### src/inc/afe_pins_pkg.sv
// Shared constants for the converter front-end pin logic
package afe_pins_pkg;
  localparam int unsigned CLK_SYS_HZ      = 50000000;
  localparam int unsigned SCK_MAX_HZ      = 20000000;
  // Fewest system clocks that one serial clock period may last
  localparam int unsigned SCK_MIN_CYCLES  = (CLK_SYS_HZ + SCK_MAX_HZ - 1) / SCK_MAX_HZ;

  localparam int unsigned PRESCALE_W      = 2;
  localparam int unsigned OSR_SEL_W       = 3;
  localparam int unsigned PRE_CNT_W       = 3;
  localparam int unsigned SAMPLE_DIV      = 4;
  localparam int unsigned SAMPLE_CNT_W    = 2;
  localparam int unsigned OSR_CNT_W       = 12;
  localparam int unsigned OSR_MIN         = 32;
  localparam logic [PRESCALE_W-1:0] PRESCALE_RESET = 2'h0;
  localparam logic [OSR_SEL_W-1:0]  OSR_RESET      = 3'h3;

  localparam int unsigned BYTE_W          = 8;
  localparam int unsigned BIT_CNT_W       = 3;
  localparam logic [BIT_CNT_W-1:0] LAST_BIT = 3'h7;
  localparam int unsigned CMD_READ_BIT    = 0;
  localparam logic [BYTE_W-1:0] IDLE_BYTE = 8'h00;
  localparam int unsigned FIFO_DEPTH      = 16;
  localparam int unsigned NUM_CH          = 2;

  typedef enum logic [1:0] {SPI_IDLE, SPI_CMD, SPI_WRITE, SPI_READ} spi_state_t;
endpackage

### src/hw/afe_clock_ready_serial_pins.sv
// Clock tree, ready pulse, modulator pins and serial port of the front end
// Notes on behaviour
// - Modulator pin floats while its channel's output enable is zero.
// - Enabled modulator pin drives its bitstream, refreshed every analog clock tick.
// - Ready pin idles high if drive select is 1, floats if 0 (default).
// - Each completed conversion gives one active-low fixed-width ready pulse.
// - Ready pulse lasts one sample period and repeats at output rate.
// - Ready pulse ignores serial port activity; nothing latches or clears it.
// - Master clock from crystal when external select is 0, crystal input when 1.
// - Analog clock is master clock divided by 1, 2, 4 or 8 per prescale.
// - Sample clock is analog clock divided by 4, four modulator bits each.
// - Output rate is sample clock over ratio 32..4096, code 3 gives 256.
// - Chip select high ignores traffic; falling edge starts, rising edge ends.
// - Input sampled on serial clock rise, output changed on fall.
// - Modes 0,0 and 1,1 accepted; change only while chip select high.
// - Serial output floats in command byte, writes, deselect and reset.
// - Read data leaves in whole 8-bit packets.
// - Half duplex: input and output never both meaningful in a transaction.
// - Each transaction opens with an 8-bit read or write command.
// - Serial input toggling after a read command is ignored.
`timescale 1ns/10ps
`default_nettype none

module byte_fifo
  import afe_pins_pkg::*;
#(
  parameter int unsigned WIDTH = 8,
  parameter int unsigned DEPTH = 16
)(
  input  wire logic             clk_sys,
  input  wire logic             reset,
  input  wire logic [WIDTH-1:0] in_data,
  input  wire logic             in_valid,
  output logic                  in_ready,
  output logic      [WIDTH-1:0] out_data,
  output logic                  out_valid,
  input  wire logic             out_ready
);
  localparam int unsigned AW = $clog2(DEPTH);
  localparam logic [AW:0] FULL_COUNT = (AW+1)'(DEPTH);

  logic [WIDTH-1:0] mem [DEPTH];
  logic [AW-1:0]    wr_ptr_r;
  logic [AW-1:0]    rd_ptr_r;
  logic [AW:0]      count_r;
  logic [AW:0]      count_nxt;
  logic             full_r;
  logic             empty_r;
  wire              push = in_valid && !full_r;
  wire              pop  = out_ready && !empty_r;

  assign count_nxt = count_r + (AW+1)'(push) - (AW+1)'(pop);
  assign in_ready  = !full_r;
  assign out_valid = !empty_r;
  assign out_data  = mem[rd_ptr_r];

  always_ff @(posedge clk_sys)
  begin
    if (push)
    begin
      mem[wr_ptr_r] <= in_data;
    end
  end

  always_ff @(posedge clk_sys)
  begin
    if (reset)
    begin
      wr_ptr_r <= '0;
      rd_ptr_r <= '0;
      count_r  <= '0;
      full_r   <= 1'b0;
      empty_r  <= 1'b1;
    end
    else
    begin
      wr_ptr_r <= wr_ptr_r + AW'(push);
      rd_ptr_r <= rd_ptr_r + AW'(pop);
      count_r  <= count_nxt;
      full_r   <= (count_nxt == FULL_COUNT);
      empty_r  <= (count_nxt == '0);
    end
  end
endmodule // byte_fifo

module afe_clock_ready_serial_pins
  import afe_pins_pkg::*;
(
  input  wire logic                  clk_sys,
  input  wire logic                  reset,
  // Clock selection and dividers
  input  wire logic                  external_clock_select,
  input  wire logic                  crystal_in,
  output logic                       crystal_out,
  input  wire logic [PRESCALE_W-1:0] prescale_select,
  input  wire logic [OSR_SEL_W-1:0]  oversampling_ratio,
  output logic                       sample_tick,
  output logic                       output_rate_tick,
  // Modulator bitstreams
  input  wire logic [NUM_CH-1:0]     modulator_stream,
  input  wire logic [NUM_CH-1:0]     modulator_output_enable,
  output logic                       modulator_bit_out_ch0,
  output logic                       modulator_bit_out_ch0_oe,
  output logic                       modulator_bit_out_ch1,
  output logic                       modulator_bit_out_ch1_oe,
  // Ready pin
  input  wire logic                  ready_pin_drive_select,
  output logic                       conversion_ready_n,
  output logic                       conversion_ready_n_oe,
  // Serial pins
  input  wire logic                  spi_cs_n,
  input  wire logic                  spi_sck,
  input  wire logic                  spi_sdi,
  output logic                       spi_sdo,
  output logic                       spi_sdo_oe,
  // User side
  output logic [BYTE_W-1:0]          cmd_byte,
  output logic                       cmd_valid,
  output logic [BYTE_W-1:0]          rx_byte,
  output logic                       rx_valid,
  output logic                       frame_end,
  input  wire logic [BYTE_W-1:0]     tx_data,
  input  wire logic                  tx_valid,
  output logic                       tx_ready
);
  // Two-stage synchronisers for every pin input
  logic [1:0] xtal_s_r;
  logic [1:0] cs_s_r;
  logic [1:0] sck_s_r;
  logic [1:0] sdi_s_r;
  logic       xtal_d_r;
  logic       cs_d_r;
  logic       sck_d_r;

  always_ff @(posedge clk_sys)
  begin
    xtal_s_r <= {xtal_s_r[0], crystal_in};
    cs_s_r   <= {cs_s_r[0], spi_cs_n};
    sck_s_r  <= {sck_s_r[0], spi_sck};
    sdi_s_r  <= {sdi_s_r[0], spi_sdi};
  end

  always_ff @(posedge clk_sys)
  begin
    if (reset)
    begin
      xtal_d_r <= 1'b0;
      cs_d_r   <= 1'b1;
      sck_d_r  <= 1'b0;
    end
    else
    begin
      xtal_d_r <= xtal_s_r[1];
      cs_d_r   <= cs_s_r[1];
      sck_d_r  <= sck_s_r[1];
    end
  end

  // Crystal mode runs the tree off the system clock; external mode counts pin edges
  wire mclk_tick = external_clock_select ? (xtal_s_r[1] && !xtal_d_r) : 1'b1;

  logic [PRE_CNT_W-1:0]    pre_cnt_r;
  logic [SAMPLE_CNT_W-1:0] smp_cnt_r;
  logic [OSR_CNT_W-1:0]    osr_cnt_r;
  wire  [PRE_CNT_W-1:0]    pre_last = PRE_CNT_W'((1 << prescale_select) - 1);
  wire  [OSR_CNT_W-1:0]    osr_last = OSR_CNT_W'((OSR_MIN << oversampling_ratio) - 1);
  wire                     analog_clock_tick = mclk_tick && (pre_cnt_r >= pre_last);
  wire                     sample_clock_tick = analog_clock_tick &&
                                        (smp_cnt_r == SAMPLE_CNT_W'(SAMPLE_DIV - 1));
  wire                     output_rate_clock_tick = sample_clock_tick && (osr_cnt_r >= osr_last);

  always_ff @(posedge clk_sys)
  begin
    if (reset)
    begin
      pre_cnt_r <= '0;
      smp_cnt_r <= '0;
      osr_cnt_r <= '0;
    end
    else
    begin
      if (mclk_tick)
      begin
        pre_cnt_r <= analog_clock_tick ? '0 : pre_cnt_r + 1'b1;
      end
      if (analog_clock_tick)
      begin
        smp_cnt_r <= smp_cnt_r + 1'b1;
      end
      if (sample_clock_tick)
      begin
        osr_cnt_r <= output_rate_clock_tick ? '0 : osr_cnt_r + 1'b1;
      end
    end
  end

  // Ready pulse: pending from result until next sample tick, then low one sample period
  logic result_pend_r;
  logic ready_low_r;

  always_ff @(posedge clk_sys)
  begin
    if (reset)
    begin
      result_pend_r    <= 1'b0;
      ready_low_r      <= 1'b0;
      sample_tick      <= 1'b0;
      output_rate_tick <= 1'b0;
      crystal_out      <= 1'b0;
    end
    else
    begin
      sample_tick      <= sample_clock_tick;
      output_rate_tick <= output_rate_clock_tick;
      crystal_out      <= !external_clock_select && !xtal_s_r[1];
      if (output_rate_clock_tick)
      begin
        result_pend_r <= 1'b1;
      end
      else if (sample_clock_tick)
      begin
        result_pend_r <= 1'b0;
      end
      if (sample_clock_tick)
      begin
        ready_low_r <= result_pend_r;
      end
    end
  end

  // Driven only from the pulse and drive select, never from the serial port
  always_ff @(posedge clk_sys)
  begin
    if (reset)
    begin
      conversion_ready_n    <= 1'b1;
      conversion_ready_n_oe <= 1'b0;
    end
    else
    begin
      conversion_ready_n    <= !ready_low_r;
      conversion_ready_n_oe <= ready_low_r || ready_pin_drive_select;
    end
  end

  // Modulator pins, one flop pair per channel
  logic [NUM_CH-1:0] mod_bit_r;
  logic [NUM_CH-1:0] mod_oe_r;

  genvar ch;
  generate
    for (ch = 0; ch < NUM_CH; ch++)
    begin : g_mod
      always_ff @(posedge clk_sys)
      begin
        if (reset)
        begin
          mod_bit_r[ch] <= 1'b0;
          mod_oe_r[ch]  <= 1'b0;
        end
        else
        begin
          mod_oe_r[ch] <= modulator_output_enable[ch];
          if (analog_clock_tick)
          begin
            mod_bit_r[ch] <= modulator_stream[ch];
          end
        end
      end
    end
  endgenerate

  assign modulator_bit_out_ch0    = mod_bit_r[0];
  assign modulator_bit_out_ch1    = mod_bit_r[1];
  assign modulator_bit_out_ch0_oe = mod_oe_r[0];
  assign modulator_bit_out_ch1_oe = mod_oe_r[1];

  // Serial port; the edge pair is the same for modes 0,0 and 1,1
  wire cs_low   = !cs_s_r[1];
  wire cs_fall  = !cs_s_r[1] && cs_d_r;
  wire sck_rise = cs_low && sck_s_r[1] && !sck_d_r;
  wire sck_fall = cs_low && !sck_s_r[1] && sck_d_r;

  spi_state_t           state_r;
  spi_state_t           state_nxt;
  logic [BIT_CNT_W-1:0] bit_cnt_r;
  logic [BYTE_W-1:0]    shift_in_r;
  logic [BYTE_W-1:0]    shift_out_r;
  logic                 out_active_r;
  logic [BYTE_W-1:0]    fifo_data;
  logic                 fifo_valid;
  wire  [BYTE_W-1:0]    byte_in    = {shift_in_r[BYTE_W-2:0], sdi_s_r[1]};
  wire                  byte_done  = sck_rise && (bit_cnt_r == LAST_BIT);
  wire                  load_out   = sck_fall && (state_r == SPI_READ) && !out_active_r;
  wire                  fifo_pop   = load_out && fifo_valid;
  // An empty buffer still yields a whole byte so the packet length holds
  wire  [BYTE_W-1:0]    next_out   = fifo_valid ? fifo_data : IDLE_BYTE;

  byte_fifo #(
    .WIDTH (BYTE_W),
    .DEPTH (FIFO_DEPTH)
  ) u_tx_fifo (
    .clk_sys   (clk_sys),
    .reset     (reset),
    .in_data   (tx_data),
    .in_valid  (tx_valid),
    .in_ready  (tx_ready),
    .out_data  (fifo_data),
    .out_valid (fifo_valid),
    .out_ready (fifo_pop)
  );

  always_comb
  begin
    state_nxt = state_r;
    case (state_r)
      SPI_IDLE:
      begin
        if (cs_fall)
        begin
          state_nxt = SPI_CMD;
        end
      end
      SPI_CMD:
      begin
        if (byte_done)
        begin
          state_nxt = byte_in[CMD_READ_BIT] ? SPI_READ : SPI_WRITE;
        end
      end
      default:
      begin
        state_nxt = state_r;
      end
    endcase
    if (!cs_low)
    begin
      state_nxt = SPI_IDLE;
    end
  end

  always_ff @(posedge clk_sys)
  begin
    if (reset)
    begin
      state_r      <= SPI_IDLE;
      bit_cnt_r    <= '0;
      shift_in_r   <= '0;
      shift_out_r  <= '0;
      out_active_r <= 1'b0;
      cmd_byte     <= '0;
      cmd_valid    <= 1'b0;
      rx_byte      <= '0;
      rx_valid     <= 1'b0;
      frame_end    <= 1'b0;
      spi_sdo      <= 1'b0;
      spi_sdo_oe   <= 1'b0;
    end
    else
    begin
      state_r   <= state_nxt;
      cmd_valid <= byte_done && (state_r == SPI_CMD);
      rx_valid  <= byte_done && (state_r == SPI_WRITE);
      frame_end <= !cs_s_r[1] ? 1'b0 : !cs_d_r;
      if (!cs_low)
      begin
        bit_cnt_r    <= '0;
        out_active_r <= 1'b0;
      end
      else if (sck_rise && (state_r != SPI_READ))
      begin
        bit_cnt_r  <= bit_cnt_r + 1'b1;
        shift_in_r <= byte_in;
        if (byte_done && (state_r == SPI_CMD))
        begin
          cmd_byte <= byte_in;
        end
        if (byte_done && (state_r == SPI_WRITE))
        begin
          rx_byte <= byte_in;
        end
      end
      else if (sck_fall && (state_r == SPI_READ))
      begin
        // Input is not shifted in read; only falling edges count the packet
        bit_cnt_r    <= bit_cnt_r + 1'b1;
        out_active_r <= (bit_cnt_r != LAST_BIT);
        if (load_out)
        begin
          spi_sdo     <= next_out[BYTE_W-1];
          shift_out_r <= {next_out[BYTE_W-2:0], 1'b0};
        end
        else
        begin
          spi_sdo     <= shift_out_r[BYTE_W-1];
          shift_out_r <= {shift_out_r[BYTE_W-2:0], 1'b0};
        end
      end
      spi_sdo_oe <= cs_low && (state_nxt == SPI_READ) && (state_r == SPI_READ);
    end
  end
endmodule // afe_clock_ready_serial_pins

`default_nettype wire

### config.mk
export PLATFORM = sky130hd
export DESIGN_NAME = afe_clock_ready_serial_pins
export DESIGN_NICKNAME = d
export VERILOG_FILES = /design/src/inc/afe_pins_pkg.sv /design/src/hw/afe_clock_ready_serial_pins.sv
export SDC_FILE = /design/constraint.sdc
export NUM_CORES = 1
export LEC_CHECK = 0
export ABC_CLOCK_PERIOD_IN_PS = 3200
export BUFFER_PORTS_ARGS = -buffer_cell sky130_fd_sc_hd__buf_2
export CAP_MARGIN = 15
export CORE_ASPECT_RATIO = 1.1
export CORE_MARGIN = 2
export CORE_UTILIZATION = 44
export CTS_BUF_LIST = sky130_fd_sc_hd__clkbuf_8
export DETAILED_ROUTE_END_ITERATION = 12
export GPL_ROUTABILITY_DRIVEN = 0
export SETUP_SLACK_MARGIN = 0.15
export SLEW_MARGIN = 20
export SYNTH_ARGS = -nofsm -noshare
export SYNTH_HDL_FRONTEND = slang
export SYNTH_SLANG_ARGS = --single-unit
### constraint.sdc
create_clock -name clk_sys -period 3.2 [get_ports clk_sys]
set_input_delay 0.32 -clock clk_sys [delete_from_list [all_inputs] [get_ports clk_sys]]
set_output_delay 0.32 -clock clk_sys [all_outputs]
set_load 0.1 [all_outputs]
==> impl_metrics.ini <==
[global_routing]
grt_max_degree = 31
grt_use_total = 0.171
grt_first_pass_wirelength_microns = 29400
grt.overflow.total = 0
antenna_found_initial = 0
grt_pass1_vias = 5791

[setup_path]
cp_slowest_cell = or4b_4
required_ns = 3.58
path_class = register to register
crit_path_max_fanout = 5
cp-end-kind = register
path_cells = nand2_1 > or4b_4 > nor3_4 > ha_1 > inv_1 > ha_1 > inv_1 > fa_1 > nor2b_1 > o21ai_0 > nand2b_1 > xnor2_1 > nor3b_1
slowest_delay_ns = 0.55
crit_arrival_ns = 3.23
start_kind = register

[timing]
setup_viol = 0
rsz0062_at_grt = false
tns_ns = 0
max_slew_margin = 0.403
min_period_over_period = 0.894
worstMarginPinSlew_ns = 0.887
finalHoldViolCount = 0
min_period_ns = 2.86
maxSlewViolCount = 0
fmax_ghz = 0.350
clock_skew_ns = 0.0209

[final_layout]
syn_to_final_growth_pct = 16.9
final_core_util = 0.525
diodes = 0
fin_nets = 819
drive_gt1_frac = 0.229

[clock_tree]
cts_buffer_depth = 3
clkTransAtPathRegs_ns = 0.06
root_buffer = clkbuf_8
h-tree-depth = 2
cts_buffers = 39
cts_tree = yes
clk-insertion-delay-late_ns = 0.53
clock_sinks = 223

[detailed_routing]
vias_per_cell = 5.38
final_antenna_net_count = 0
wl_per_cell_microns = 17.2
drt_iter0_drc = 406
drc_errors = 0
first_pass_iters = 5
drt-total-wl_microns = 18000
vias = 5634

[yosys]
syn_nets = 714
syn_area_sq_um = 8930
synth_cell_types = 50
yosysWarnings = 0
synth_edf_count = 128
synth-seq-area-share = 0.643
synth_seq_cells = 223
synth-async-reset-ratio = 0
synthCells = 662
ys.flop_type = edfxtp_1
syn_avg_cell_area_sq_um = 13.5

[pwr]
peakVddDrop_mv = 0.335
leakagePower_uw = 0.00396
powerDensity_nw_per_um2 = 599

[floorplanning]
coreArea_sq_um = 19900
die_height_microns = 153
row_count = 54
die_area_sq_um = 21500
dieWidth_microns = 140
start_util = 0.450
io_pins = 57

[hold_path]
min_path_type = input pin to register

[flow_run]
cap_violations = 0

[placed_design]
numPortBuffers = 56
dp_hpwl_microns = 12100

[outcome]
status = completed
[cells in the final DEF, fill, tap and decap left out, drive strengths merged, types with 5 or more instances in the layout]
cell type and n:
a21oi 28, nand4b 5, ha 25, nand2 41
dlygate4sd3 7, a22oi 10, nand3 21, xnor2 6
clkbuf 42, nand2b 7, a221oi 5, buf 88
mux4 32, a31oi 7, dfxtp 95, nor3 13
nor2 76, o21ai 5, inv 37, edfxtp 128
nor2b 18, clkinv 8, xor2 6, nand4 16
mux2i 20
[metrics by stage]
| stage | std cells | cell area, sq um | worst slack, ns | hold slack, ns | power, uW |
|---|---|---|---|---|---|
| after CTS | 1046 | 10400 | 0.235 | 0.00180 | 6320 |
| after global routing | 1047 | 10400 | 0.145 | 0.0306 | 6550 |
| final | 1047 | 10400 | 0.341 | 0.0312 | 6250 |
| after detailed placement | 970 | 9630 | 0.307 | 0.313 | 3970 |
| after global placement | 970 | 9630 | 0.390 | 0.311 | 3920 |
| after floorplan | 662 | 8930 | 0.245 | 0.310 | 3740 |
[critical path: cells and delay by family, from the launching register on]
family                     cells  cell delay [ns]
adders and majority gates      3             0.81
and+or+nand+nor                6             1.14
DFF                            1             0.35
AOI/OAI and AO/OA              1             0.12
buffers and inverters          2             0.12
xor gates and xnor gates       1             0.17
[final cells by class]
cell class,instances,area (sq um)
multi-input cells,389,3000
repair buffers,95,591
flip-flops and latches,223,5750
clock inverters,27,130
inverters,19,71.3
clock buffers,42,578
well taps,252,315
fillers,1714,9430
[Yosys cell counts (3+ instances only)]
cell type,count,area [sq um]
edfxtp_1,128,3840
dfxtp_1,95,1900
nor2_1,76,285
nand2_1,41,154
mux4_2,32,721
a21oi_1,28,140
ha_1,25,313
mux2i_1,20,200
nand3_1,20,100
clkbuf_1,19,71.3
inv_1,19,71.3
nor2b_1,18,113
nand4_1,16,100
nor3_1,12,60.1
a22oi_1,10,75.1
buf_2,9,45.0
a31oi_1,7,43.8
nand2b_1,7,43.8
xnor2_1,6,52.6
xor2_1,6,52.6
a221oi_1,5,43.8
nand4b_1,5,43.8
a211oi_1,4,30.0
a311oi_1,4,35.0
nand3b_1,4,30.0
a21o_1,3,22.5
a221o_1,3,30.0
buf_1,3,11.3
nor3b_1,3,22.5
nor4_1,3,18.8
o21ai_0,3,15.0
or2_2,3,18.8
[cell families after synthesis]
logic type / Yosys count / share of synthesized area
buffers and inverters: 50 / 0.0223
adders and majority gates: 26 / 0.0373
AOI/OAI and AO/OA: 76 / 0.0560
and+or+nand+nor: 223 / 0.126
xor gates and xnor gates: 12 / 0.0118
muxes: 52 / 0.103
DFF: 223 / 0.643
[layer usage]
| layer | wire length, microns | vias to the layer above | GRT usage |
|---|---|---|---|
| li1 | - | 2696 | - |
| met1 | 7830 | 2768 | 0.218 |
| met2 | 9030 | 141 | 0.288 |
| met3 | 871 | 29 | 0.0388 |
| met4 | 314 | 0 | 0.0581 |
| met5 | 0 | - | 0 |
[registers in the layout, summed over array words and instances (netlist names), 2 cells and up]
| name | flops |
|---|---|
| osr_cnt_r | 12 |
| shift_out_r | 7 |
| cs_s_r | 2 |
| state_r | 2 |
| xtal_s_r | 2 |
| cmd_byte | 8 |
| sdi_s_r | 2 |
| u_tx_fifo.mem | 128 |
| shift_in_r | 7 |
| rx_byte | 8 |
| u_tx_fifo.count_r | 5 |
| bit_cnt_r | 3 |
| u_tx_fifo.rd_ptr_r | 4 |
| u_tx_fifo.wr_ptr_r | 4 |
| sck_s_r | 2 |
| smp_cnt_r | 2 |
| pre_cnt_r | 3 |
[power by group]
group / switching (uW) / total (uW) / internal (uW)
clock: 1110 / 2330 / 1220
sequential: 72.1 / 3230 / 3160
combinational: 431 / 697 / 266
total: 1610 / 6250 / 4650
[path summary, 6_finish.rpt]
kind	startpoint	end	slack (ns)	cells past startpoint
max	state_r[0]$_SDFF_PP0_	u_tx_fifo.full_r$_SDFF_PP0_	0.34	13
min	modulator_output_enable[0]	modulator_bit_out_ch0_oe$_SDFF_PP0_	0.03	2
max reg2reg	state_r[0]$_SDFF_PP0_	u_tx_fifo.full_r$_SDFF_PP0_	0.34	13
min reg2reg	sck_s_r[0]$_DFF_P_	sck_s_r[1]$_DFF_P_	0.33	0
[what timing repair did]
item | 4_1_cts | 5_1_grt
hold buffers | 7 | 0
endpoints found under the setup margin | 0 | 3
endpoints found under the hold margin | 7 | 0
setup buffers | 0 | 1
resized for setup | 0 | 4
No activity file was read; power rests on OpenSTA's default activity.
